[config.mk]
export PLATFORM = sky130hd
export DESIGN_NAME = tone_dual_tone_digit_coefficient_bank
export DESIGN_NICKNAME = d
export VERILOG_FILES = /design/src/inc/coef_bank_pkg.sv /design/src/hdl/tone_dual_tone_digit_coefficient_bank.sv
export SDC_FILE = /design/constraint.sdc
export NUM_CORES = 2
export LEC_CHECK = 0
export ABC_AREA = 0
export ABC_CLOCK_PERIOD_IN_PS = 7350
export BUFFER_PORTS_ARGS = -buffer_cell sky130_fd_sc_hd__buf_4
export CORE_ASPECT_RATIO = 0.8
export CORE_MARGIN = 10
export CORE_UTILIZATION = 58
export CTS_CLUSTER_SIZE = 10
export DETAILED_ROUTE_END_ITERATION = 6
export PLACE_DENSITY = 0.83
export SLEW_MARGIN = 20
export SYNTH_ARGS = -nofsm -noshare
export SYNTH_HDL_FRONTEND = slang
export SYNTH_SLANG_ARGS = --single-unit
[constraint.sdc]
create_clock -name core_clk -period 7.35 [get_ports core_clk]
set_input_delay 0.735 -clock core_clk [delete_from_list [all_inputs] [get_ports core_clk]]
set_output_delay 0.735 -clock core_clk [all_outputs]
set_load 0.03 [all_outputs]
[src/inc/coef_bank_pkg.sv]
package coef_bank_pkg;

    // Register bus geometry
    localparam int ADDR_W = 5;
    localparam int DATA_W = 16;
    localparam int PWR_W = 16;

    // Register indices, used directly as port addresses
    localparam logic [4:0] ROW_DOM_IDX = 5'h07;
    localparam logic [4:0] COL_DOM_IDX = 5'h08;
    localparam logic [4:0] ROW_HARM_IDX = 5'h09;
    localparam logic [4:0] COL_HARM_IDX = 5'h0a;
    localparam logic [4:0] MIN_PWR_IDX = 5'h0b;
    localparam logic [4:0] AGC_LIMIT_IDX = 5'h0c;
    localparam logic [4:0] TONE_A_FREQ_IDX = 5'h0d;
    localparam logic [4:0] TONE_A_LEVEL_IDX = 5'h0e;
    localparam logic [4:0] TONE_A_PHASE_IDX = 5'h0f;
    localparam logic [4:0] TONE_B_FREQ_IDX = 5'h10;
    localparam logic [4:0] TONE_B_LEVEL_IDX = 5'h11;
    localparam logic [4:0] TONE_B_PHASE_IDX = 5'h12;
    localparam logic [4:0] RING_DC_IDX = 5'h13;
    localparam logic [4:0] RING_FREQ_IDX = 5'h14;
    localparam logic [4:0] RING_LEVEL_IDX = 5'h15;
    localparam logic [4:0] RING_PHASE_IDX = 5'h16;
    localparam logic [4:0] METER_RAMP_IDX = 5'h17;
    localparam logic [4:0] METER_LEVEL_IDX = 5'h18;
    localparam logic [4:0] METER_FREQ_IDX = 5'h19;
    localparam logic [4:0] FIRST_IDX = ROW_DOM_IDX;
    localparam logic [4:0] LAST_IDX = METER_FREQ_IDX;

    // Ratio scaling: code for a ratio of one
    localparam logic [31:0] UNITY_RATIO = 32'h0000_07f0;
    localparam logic [31:0] SHARE_UNITY = 32'h0000_7ff0;

    // Ringing dc offset field
    localparam int RING_DC_W = 6;
    localparam int RING_DC_LSB = 0;
    localparam int RING_DC_STEP_MV = 1500;
    localparam int RING_DC_MAX_MV = 94500;

    // Oscillators holding a start phase
    localparam int OSC_N = 3;
    localparam int OSC_TONE_A = 0;
    localparam int OSC_TONE_B = 1;
    localparam int OSC_RING = 2;

    localparam logic [15:0] READ_ZERO = 16'h0000;

endpackage

[src/hdl/tone_dual_tone_digit_coefficient_bank.sv]
`timescale 1ns/1ps

module tone_dual_tone_digit_coefficient_bank (
    // Clock and reset
    input wire logic core_clk,
    input wire logic resetn,

    // Register port
    input wire logic [coef_bank_pkg::ADDR_W-1:0] reg_addr,
    input wire logic [coef_bank_pkg::DATA_W-1:0] reg_wdata,
    input wire logic reg_wr,
    input wire logic reg_rd,
    output logic [coef_bank_pkg::DATA_W-1:0] reg_rdata,

    // Decoder measurements
    input wire logic eval_stb,
    input wire logic [coef_bank_pkg::PWR_W-1:0] row_peak_pwr,
    input wire logic [coef_bank_pkg::PWR_W-1:0] row_rest_pwr,
    input wire logic [coef_bank_pkg::PWR_W-1:0] row_harm_pwr,
    input wire logic [coef_bank_pkg::PWR_W-1:0] row_band_pwr,
    input wire logic [coef_bank_pkg::PWR_W-1:0] col_peak_pwr,
    input wire logic [coef_bank_pkg::PWR_W-1:0] col_rest_pwr,
    input wire logic [coef_bank_pkg::PWR_W-1:0] col_harm_pwr,
    input wire logic [coef_bank_pkg::PWR_W-1:0] col_band_pwr,
    input wire logic [coef_bank_pkg::PWR_W-1:0] total_pwr,
    input wire logic [coef_bank_pkg::DATA_W-1:0] row_share_thr,
    input wire logic [coef_bank_pkg::DATA_W-1:0] col_share_thr,
    input wire logic [1:0] row_idx,
    input wire logic [1:0] col_idx,

    // Decoder results
    output logic digit_valid,
    output logic [3:0] digit_code,
    output logic eval_discard,
    output logic agc_atten,

    // Oscillator control and coefficients
    input wire logic [coef_bank_pkg::OSC_N-1:0] osc_start,
    output logic signed [15:0] tone_a_frequency,
    output logic signed [15:0] tone_a_level,
    output logic signed [15:0] tone_a_phase,
    output logic signed [15:0] tone_b_frequency,
    output logic signed [15:0] tone_b_level,
    output logic signed [15:0] tone_b_phase,
    output logic [coef_bank_pkg::RING_DC_W-1:0] ringing_dc_offset,
    output logic signed [15:0] ringing_frequency,
    output logic signed [15:0] ringing_level,
    output logic signed [15:0] ringing_phase,
    output logic signed [15:0] metering_ramp_rate,
    output logic signed [15:0] metering_level,
    output logic signed [15:0] metering_frequency
);

    // Coefficient storage, no reset on purpose
    logic [15:0] bank_ff [coef_bank_pkg::LAST_IDX:coef_bank_pkg::FIRST_IDX];

    logic [15:0] rdata_ff;
    logic digit_valid_ff;
    logic [3:0] digit_code_ff;
    logic discard_ff;
    logic agc_atten_ff;
    logic [15:0] phase_ff [coef_bank_pkg::OSC_N];

    logic addr_hit;
    logic power_ok;
    logic row_dom_ok;
    logic col_dom_ok;
    logic row_harm_ok;
    logic col_harm_ok;
    logic row_share_ok;
    logic col_share_ok;
    logic all_ok;
    logic [15:0] init_phase [coef_bank_pkg::OSC_N];

    assign addr_hit = (reg_addr >= coef_bank_pkg::FIRST_IDX) &&
                      (reg_addr <= coef_bank_pkg::LAST_IDX);

    // Register writes; unused bits are stored as written
    always_ff @(posedge core_clk) begin
        if (reg_wr && addr_hit) begin
            bank_ff[reg_addr] <= reg_wdata;
        end
    end

    // Read data stands only in the cycle after the strobe
    always_ff @(posedge core_clk or negedge resetn) begin
        if (!resetn) begin
            rdata_ff <= coef_bank_pkg::READ_ZERO;
        end else if (reg_rd && addr_hit) begin
            rdata_ff <= bank_ff[reg_addr];
        end else begin
            rdata_ff <= coef_bank_pkg::READ_ZERO;
        end
    end

    assign reg_rdata = rdata_ff;

    // Minimum power test, then ratio tests: power * unity against threshold * reference
    always_comb begin
        power_ok = {16'h0000, total_pwr} >=
                   {16'h0000, bank_ff[coef_bank_pkg::MIN_PWR_IDX]};
        row_dom_ok = ({16'h0000, row_peak_pwr} * coef_bank_pkg::UNITY_RATIO) >=
                     ({16'h0000, bank_ff[coef_bank_pkg::ROW_DOM_IDX]} *
                      {16'h0000, row_rest_pwr});
        col_dom_ok = ({16'h0000, col_peak_pwr} * coef_bank_pkg::UNITY_RATIO) >=
                     ({16'h0000, bank_ff[coef_bank_pkg::COL_DOM_IDX]} *
                      {16'h0000, col_rest_pwr});
        row_harm_ok = ({16'h0000, row_peak_pwr} * coef_bank_pkg::UNITY_RATIO) >=
                      ({16'h0000, bank_ff[coef_bank_pkg::ROW_HARM_IDX]} *
                       {16'h0000, row_harm_pwr});
        col_harm_ok = ({16'h0000, col_peak_pwr} * coef_bank_pkg::UNITY_RATIO) >=
                      ({16'h0000, bank_ff[coef_bank_pkg::COL_HARM_IDX]} *
                       {16'h0000, col_harm_pwr});
        row_share_ok = ({16'h0000, row_peak_pwr} * coef_bank_pkg::SHARE_UNITY) >
                       ({16'h0000, row_share_thr} * {16'h0000, row_band_pwr});
        col_share_ok = ({16'h0000, col_peak_pwr} * coef_bank_pkg::SHARE_UNITY) >
                       ({16'h0000, col_share_thr} * {16'h0000, col_band_pwr});
        all_ok = power_ok && row_dom_ok && col_dom_ok && row_harm_ok &&
                 col_harm_ok && row_share_ok && col_share_ok;
    end

    // Digit decision, one cycle after the evaluation strobe
    always_ff @(posedge core_clk or negedge resetn) begin
        if (!resetn) begin
            digit_valid_ff <= 1'b0;
            discard_ff <= 1'b0;
        end else begin
            digit_valid_ff <= eval_stb && all_ok;
            discard_ff <= eval_stb && !power_ok;
        end
    end

    always_ff @(posedge core_clk or negedge resetn) begin
        if (!resetn) begin
            digit_code_ff <= 4'h0;
        end else if (eval_stb && all_ok) begin
            digit_code_ff <= {row_idx, col_idx};
        end
    end

    // Two-step gain: attenuate when an evaluation strobe finds total power above the hot limit, held until the next strobe
    always_ff @(posedge core_clk or negedge resetn) begin
        if (!resetn) begin
            agc_atten_ff <= 1'b0;
        end else if (eval_stb) begin
            agc_atten_ff <= total_pwr > bank_ff[coef_bank_pkg::AGC_LIMIT_IDX];
        end
    end

    assign digit_valid = digit_valid_ff;
    assign digit_code = digit_code_ff;
    assign eval_discard = discard_ff;
    assign agc_atten = agc_atten_ff;

    // Start phase sources per oscillator
    assign init_phase[coef_bank_pkg::OSC_TONE_A] = bank_ff[coef_bank_pkg::TONE_A_PHASE_IDX];
    assign init_phase[coef_bank_pkg::OSC_TONE_B] = bank_ff[coef_bank_pkg::TONE_B_PHASE_IDX];
    assign init_phase[coef_bank_pkg::OSC_RING] = bank_ff[coef_bank_pkg::RING_PHASE_IDX];

    // Phase state reloaded on every start
    for (genvar i = 0; i < coef_bank_pkg::OSC_N; i++) begin : g_osc
        always_ff @(posedge core_clk or negedge resetn) begin
            if (!resetn) begin
                phase_ff[i] <= 16'h0000;
            end else if (osc_start[i]) begin
                phase_ff[i] <= init_phase[i];
            end
        end
    end

    // Coefficients to the generators, all signed except the unsigned ringing dc offset field
    assign tone_a_frequency = signed'(bank_ff[coef_bank_pkg::TONE_A_FREQ_IDX]);
    assign tone_a_level = signed'(bank_ff[coef_bank_pkg::TONE_A_LEVEL_IDX]);
    assign tone_a_phase = signed'(phase_ff[coef_bank_pkg::OSC_TONE_A]);
    assign tone_b_frequency = signed'(bank_ff[coef_bank_pkg::TONE_B_FREQ_IDX]);
    assign tone_b_level = signed'(bank_ff[coef_bank_pkg::TONE_B_LEVEL_IDX]);
    assign tone_b_phase = signed'(phase_ff[coef_bank_pkg::OSC_TONE_B]);
    assign ringing_dc_offset = bank_ff[coef_bank_pkg::RING_DC_IDX]
        [coef_bank_pkg::RING_DC_LSB +: coef_bank_pkg::RING_DC_W];
    assign ringing_frequency = signed'(bank_ff[coef_bank_pkg::RING_FREQ_IDX]);
    assign ringing_level = signed'(bank_ff[coef_bank_pkg::RING_LEVEL_IDX]);
    assign ringing_phase = signed'(phase_ff[coef_bank_pkg::OSC_RING]);
    assign metering_ramp_rate = signed'(bank_ff[coef_bank_pkg::METER_RAMP_IDX]);
    assign metering_level = signed'(bank_ff[coef_bank_pkg::METER_LEVEL_IDX]);
    assign metering_frequency = signed'(bank_ff[coef_bank_pkg::METER_FREQ_IDX]);

    // Checks

    a_read_zero_unmapped: assert property (
        @(posedge core_clk) disable iff (!resetn)
        (reg_rd && !addr_hit) |=> (reg_rdata == 16'h0000)
    ) else $error("unmapped read returned nonzero data");

    a_readback_written: assert property (
        @(posedge core_clk) disable iff (!resetn)
        (reg_wr && addr_hit) ##1 (reg_rd && reg_addr == $past(reg_addr))
        |=> (reg_rdata == $past(reg_wdata, 2))
    ) else $error("written value not read back");

    a_low_power_drop: assert property (
        @(posedge core_clk) disable iff (!resetn)
        (eval_stb && total_pwr < bank_ff[coef_bank_pkg::MIN_PWR_IDX])
        |=> (eval_discard && !digit_valid)
    ) else $error("low power evaluation not discarded");

    a_row_dom_fail: assert property (
        @(posedge core_clk) disable iff (!resetn)
        (eval_stb && ({16'h0000, row_peak_pwr} * 32'h0000_07f0 <
         {16'h0000, bank_ff[coef_bank_pkg::ROW_DOM_IDX]} * {16'h0000, row_rest_pwr}))
        |=> !digit_valid
    ) else $error("digit despite weak row dominance");

    a_col_dom_fail: assert property (
        @(posedge core_clk) disable iff (!resetn)
        (eval_stb && ({16'h0000, col_peak_pwr} * 32'h0000_07f0 <
         {16'h0000, bank_ff[coef_bank_pkg::COL_DOM_IDX]} * {16'h0000, col_rest_pwr}))
        |=> !digit_valid
    ) else $error("digit despite weak column dominance");

    a_harmonic_fail: assert property (
        @(posedge core_clk) disable iff (!resetn)
        (eval_stb && (({16'h0000, row_peak_pwr} * 32'h0000_07f0 <
          {16'h0000, bank_ff[coef_bank_pkg::ROW_HARM_IDX]} * {16'h0000, row_harm_pwr}) ||
         ({16'h0000, col_peak_pwr} * 32'h0000_07f0 <
          {16'h0000, bank_ff[coef_bank_pkg::COL_HARM_IDX]} * {16'h0000, col_harm_pwr})))
        |=> !digit_valid
    ) else $error("digit despite strong second harmonic");

    a_share_fail: assert property (
        @(posedge core_clk) disable iff (!resetn)
        (eval_stb && ({16'h0000, row_peak_pwr} * 32'h0000_7ff0 <=
         {16'h0000, row_share_thr} * {16'h0000, row_band_pwr}))
        |=> !digit_valid
    ) else $error("digit despite small row band share");

    a_digit_cause: assert property (
        @(posedge core_clk) disable iff (!resetn)
        digit_valid |-> ($past(eval_stb) && digit_code == $past({row_idx, col_idx}))
    ) else $error("digit without evaluation");

    a_agc_step: assert property (
        @(posedge core_clk) disable iff (!resetn)
        (eval_stb && total_pwr > bank_ff[coef_bank_pkg::AGC_LIMIT_IDX]) ##1 !eval_stb
        |-> agc_atten
    ) else $error("gain step not taken above hot limit");

    a_phase_a_hold: assert property (
        @(posedge core_clk) disable iff (!resetn)
        !osc_start[coef_bank_pkg::OSC_TONE_A] |=> $stable(tone_a_phase)
    ) else $error("tone A phase moved without a start");

    a_tone_b_map: assert property (
        @(posedge core_clk) disable iff (!resetn)
        (reg_wr && reg_addr == 5'h10) |=>
        (tone_b_frequency < 0) == $past(reg_wdata[15])
    ) else $error("tone B frequency sign wrong");

    a_meter_map: assert property (
        @(posedge core_clk) disable iff (!resetn)
        (reg_wr && reg_addr == 5'h19) |=> (metering_frequency == $past(reg_wdata))
    ) else $error("metering frequency not from location 25");

    a_ring_offset: assert property (
        @(posedge core_clk) disable iff (!resetn)
        (reg_wr && reg_addr == 5'h13) |=> (ringing_dc_offset == $past(reg_wdata[5:0]))
    ) else $error("ringing dc offset field wrong");

    a_read_one_cycle: assert property (
        @(posedge core_clk) disable iff (!resetn)
        !reg_rd |=> (reg_rdata == 16'h0000)
    ) else $error("read data stood beyond its cycle");

    a_tone_a_freq: assert property (
        @(posedge core_clk) disable iff (!resetn)
        (reg_wr && reg_addr == 5'h0d) |=> (tone_a_frequency == $past(reg_wdata))
    ) else $error("tone A frequency not from location 13");

    a_tone_a_level: assert property (
        @(posedge core_clk) disable iff (!resetn)
        (reg_wr && reg_addr == 5'h0e) |=> (tone_a_level == $past(reg_wdata))
    ) else $error("tone A level not from location 14");

    a_tone_b_level: assert property (
        @(posedge core_clk) disable iff (!resetn)
        (reg_wr && reg_addr == 5'h11) |=> (tone_b_level == $past(reg_wdata))
    ) else $error("tone B level not from location 17");

    a_ring_freq: assert property (
        @(posedge core_clk) disable iff (!resetn)
        (reg_wr && reg_addr == 5'h14) |=> (ringing_frequency == $past(reg_wdata))
    ) else $error("ringing frequency not from location 20");

    a_ring_level: assert property (
        @(posedge core_clk) disable iff (!resetn)
        (reg_wr && reg_addr == 5'h15) |=> (ringing_level == $past(reg_wdata))
    ) else $error("ringing level not from location 21");

    a_meter_ramp: assert property (
        @(posedge core_clk) disable iff (!resetn)
        (reg_wr && reg_addr == 5'h17) |=> (metering_ramp_rate == $past(reg_wdata))
    ) else $error("metering ramp rate not from location 23");

    a_meter_level: assert property (
        @(posedge core_clk) disable iff (!resetn)
        (reg_wr && reg_addr == 5'h18) |=> (metering_level == $past(reg_wdata))
    ) else $error("metering level not from location 24");

    a_phase_a_load: assert property (
        @(posedge core_clk) disable iff (!resetn)
        osc_start[coef_bank_pkg::OSC_TONE_A] |=> (tone_a_phase == $past(bank_ff[5'h0f]))
    ) else $error("tone A phase not loaded from location 15");

    a_phase_b_load: assert property (
        @(posedge core_clk) disable iff (!resetn)
        osc_start[coef_bank_pkg::OSC_TONE_B] |=> (tone_b_phase == $past(bank_ff[5'h12]))
    ) else $error("tone B phase not loaded from location 18");

    a_ring_phase_load: assert property (
        @(posedge core_clk) disable iff (!resetn)
        osc_start[coef_bank_pkg::OSC_RING] |=> (ringing_phase == $past(bank_ff[5'h16]))
    ) else $error("ringing phase not loaded from location 22");

    a_phase_b_hold: assert property (
        @(posedge core_clk) disable iff (!resetn)
        !osc_start[coef_bank_pkg::OSC_TONE_B] |=> $stable(tone_b_phase)
    ) else $error("tone B phase moved without a start");

    a_ring_phase_hold: assert property (
        @(posedge core_clk) disable iff (!resetn)
        !osc_start[coef_bank_pkg::OSC_RING] |=> $stable(ringing_phase)
    ) else $error("ringing phase moved without a start");

    a_col_share_fail: assert property (
        @(posedge core_clk) disable iff (!resetn)
        (eval_stb && ({16'h0000, col_peak_pwr} * 32'h0000_7ff0 <=
         {16'h0000, col_share_thr} * {16'h0000, col_band_pwr}))
        |=> !digit_valid
    ) else $error("digit despite small column band share");

    a_eval_quiet: assert property (
        @(posedge core_clk) disable iff (!resetn)
        !eval_stb |=> (!digit_valid && !eval_discard)
    ) else $error("decoder result without evaluation");

    a_code_hold: assert property (
        @(posedge core_clk) disable iff (!resetn)
        !eval_stb |=> $stable(digit_code)
    ) else $error("digit code moved without evaluation");

    a_agc_hold: assert property (
        @(posedge core_clk) disable iff (!resetn)
        !eval_stb |=> $stable(agc_atten)
    ) else $error("gain step moved without evaluation");

    a_agc_below: assert property (
        @(posedge core_clk) disable iff (!resetn)
        (eval_stb && total_pwr <= bank_ff[coef_bank_pkg::AGC_LIMIT_IDX]) |=> !agc_atten
    ) else $error("gain step taken at or below hot limit");

endmodule

==> metrics.md <==
| Metric | Value |
|---|---|
| Number of synthesized register bits | `531` |
| Number of DRC markers in iteration 0 | `6412` |
| Drt pass-1 iters | `7` |
| Distinct cells, synth | `79` |
| R2r worst-path depth | `37` |
| Ys flop type | `edfxtp_1` |
| Highest cell delay on the worst timing path | `0.58 ns` |
| Area of the multi-input gates | `63500 um^2` |
| Initial antenna violation count | `24` |
| Hpwl dp | `215000 um` |
| Worst skew pair latency | `0.70 ns` |
| I/O Pins | `430` |
| Clock Path Buffers | `3` |
| Min Tclk post-route | `8.33 ns` |
| Synth top cells by count | `inv_1, fa_1, nand2_1` |
| Post-synth EDFFs | `460` |
| DR vias | `68534` |
| Wire per inst | `21.6 um` |
| PnR worst setup slack | `-0.985 ns` |
| Hold path depth | `2` |
| Vias in the first global route | `74005` |
| Share of flip-flops with an asynchronous set or reset | `0.134` |
| H-tree depth | `2` |
| Critical Path AT | `8.88 ns` |
| Kind of critical path | `in2reg` |
| TritonCTS Sinks | `531` |
| Cell count after synthesis | `8496` |
| I/O Buffers | `429` |
| CP top delay family | `adder cells` |
| RSZ-0062 raised after global routing | `true` |
| Fmax | `120 MHz` |
| Initial Utilization | `0.586` |
| Clock Tree Root | `clkbuf_16` |
| Seq/Total Area, Yosys | `0.182` |
| Setup violators final | `5` |
| Sequential Area | `15600 um^2` |
| Pin count of the biggest net entering global routing | `62` |
| Post-Place Cells | `11989` |
| Area share of the largest cell type after synthesis | `0.330` |
| Core area | `146000 um^2` |
| Reg-to-reg setup timing slack | `-0.96 ns` |
| Reg clk slew, reported paths | `0.06 ns` |
| # Max-Cap Violations | `0` |
| Worst slew pin tran | `1.12 ns` |
| Die width | `449 um` |
| Grt ovf | `0` |
| CP Data Required Time | `7.90 ns` |
| CP max-delay cell | `fa_1` |
| Layout Nets | `12710` |
| Synth Area per Inst | `10.1 um^2` |
| DR DRC count | `0` |
| Synthesis-to-layout area growth | `20.9%` |
| Final instance count without filler cells | `12154` |
| Die height | `364 um` |
| Global Route Usage Sum | `0.322` |
| Number of fill cells | `10161` |
| WL final | `263000 um` |
| Status | `finished, violations left` |
| Global-route wire length before repair | `416000 um` |
| Slew margin rel. | `0.246` |
| Cts bufs inserted | `61` |
| Rows | `125` |
| WHS Endpoint | `digit_code[2]` |
| Hold Fails Final Rpt | `0` |
| Dominant cell type by area after synthesis | `fa_1` |
| GPL Wtd Cong | `0.984` |
| Ys Warns | `0` |
| Critical Path Most Common Cell | `fa_1` |
| Failing checks | `negative setup slack` |
| Slew Viols, Final | `0` |
| Most frequent cell after synthesis | `inv_1` |
| Share of cells above drive strength 1 | `0.207` |
| Min-Delay Path Class | `in2reg` |
| Clock skew | `0.0589 ns` |
| Reg2reg start | `bank_ff[10][7]` |
| Worst-path maximum fanout | `8` |
| ANT nets after route | `0` |
| Reg2reg end | `digit_code[1]` |
| Critical path capture point type | `register` |
| Hold Path Origin | `row_idx[0]` |
| Mapped cell area | `85500 um^2` |
| Worst path bufs/invs | `5` |
| Full die area | `163000 um^2` |
| Worst setup SP type | `input port` |
| Synth top area cells | `fa_1, edfxtp_1, ha_1, inv_1, nand2_1` |
| TritonCTS clock tree | `done` |
| Vias/cell | `5.64` |
| Final Cycle Share | `1.13` |
## flip-flops by register name (all words and copies together) (netlist names)
register       flops
tone_b_phase      16
digit_valid        1
digit_code         4
reg_rdata         16
ringing_phase     16
eval_discard       1
tone_a_phase      16
bank_ff          460
agc_atten          1
## cell type report
type	instances	area share
multi-input combinational	6024	0.614
sequential	531	0.151
timing repair buffer	1678	0.127
inverter	1829	0.0664
tap	1968	0.0238
clock buffer	101	0.0164
clock inverter	8	0.00106
antenna	15	0.000363
## per-stage QoR
stage	hold WS [ns]	cell area [um^2]	TNS, ns	utilization	worst slack [ns]
after floorplan	0.439	86600	-5.72	-	-1.16
after global placement	0.482	100000	-8.91	0.688	-1.81
after detailed placement	0.488	100000	-9.48	0.688	-1.90
after CTS	0.288	103000	-4.56	0.706	-0.917
after global routing	0.301	103000	-6.23	0.709	-1.25
final	0.309	103000	-4.88	0.709	-0.985
## worst reg2reg max path, delay by kind of cell, from the launching register on
kind	cells	cell delay (ns)
adders and majority gates	8	3.23
and+or+nand+nor	9	1.84
AOI/OAI and AO/OA	8	1.42
buffers and inverters	10	0.92
DFF	1	0.42
muxes	1	0.30
xor gates and xnor gates	1	0.08
## worst max path at each step
stage / start / end / slack, ns / cells after the start
global route: row_band_pwr[3] / digit_code[1] / -1.25 / 40
floorplan: row_share_thr[7] / digit_code[0] / -1.16 / 34
CTS: row_band_pwr[6] / digit_code[1] / -0.92 / 37
finish: col_share_thr[9] / digit_code[1] / -0.98 / 35
global placement: row_band_pwr[1] / digit_code[2] / -1.81 / 39
detailed placement: row_band_pwr[2] / digit_code[3] / -1.90 / 37
## logic make-up (layout without fill, tap and decap cells)
kind of cell	count (synthesis)	count (layout)	synth area share
AOI/OAI and AO/OA	831	831	0.0632
other	1	171	0.0000438
xor gates and xnor gates	233	233	0.0239
DFF	531	531	0.182
adders and majority gates	2376	2376	0.471
muxes	197	197	0.0410
buffers and inverters	2096	3616	0.0923
and+or+nand+nor	2231	2231	0.126
## cells in the final DEF (no fill, tap or decap), drive strengths merged, types with 15 or more instances in the layout
master and instances:
xnor2 139, nand2b 46, conb 156, xor2 94
nor2 191, a211oi 30, edfxtp 460, o21a 40
fa 1412, and2 613, mux4 117, a31oi 29
or2 16, nor2b 30, o21bai 41, and3 30
nor3 61, buf 1675, a21oi 246, mux2 59
clkbuf 102, dfrtp 71, o22ai 16, nand2 1069
o21ai 151, diode 15, nand4 33, mux2i 21
ha 964, inv 1830, nand3 62, a21o 105
o211ai 23
## layer usage
layer | vias up | global-route usage | share of wire
li1 | 30037 | - | -
met1 | 33918 | 0.426 | 0.39
met3 | 721 | 0.0770 | 0.11
met4 | 10 | 0.126 | 0.047
met2 | 3848 | 0.516 | 0.46
met5 | - | 0 | 0.00027
## repair_timing
| item | CTS | global route |
|---|---|---|
| gates cloned | 1 | 0 |
| hold buffers | 1 | 0 |
| endpoints found under the setup margin | 5 | 5 |
| gates resized for setup | 134 | 83 |
| endpoints found under the hold margin | 15 | 0 |
| pin swaps | 76 | 41 |
| buffers inserted | 32 | 7 |
Power is not shown: default switching activity piles up to over one toggle a cycle in this logic, so the estimate is an artifact.
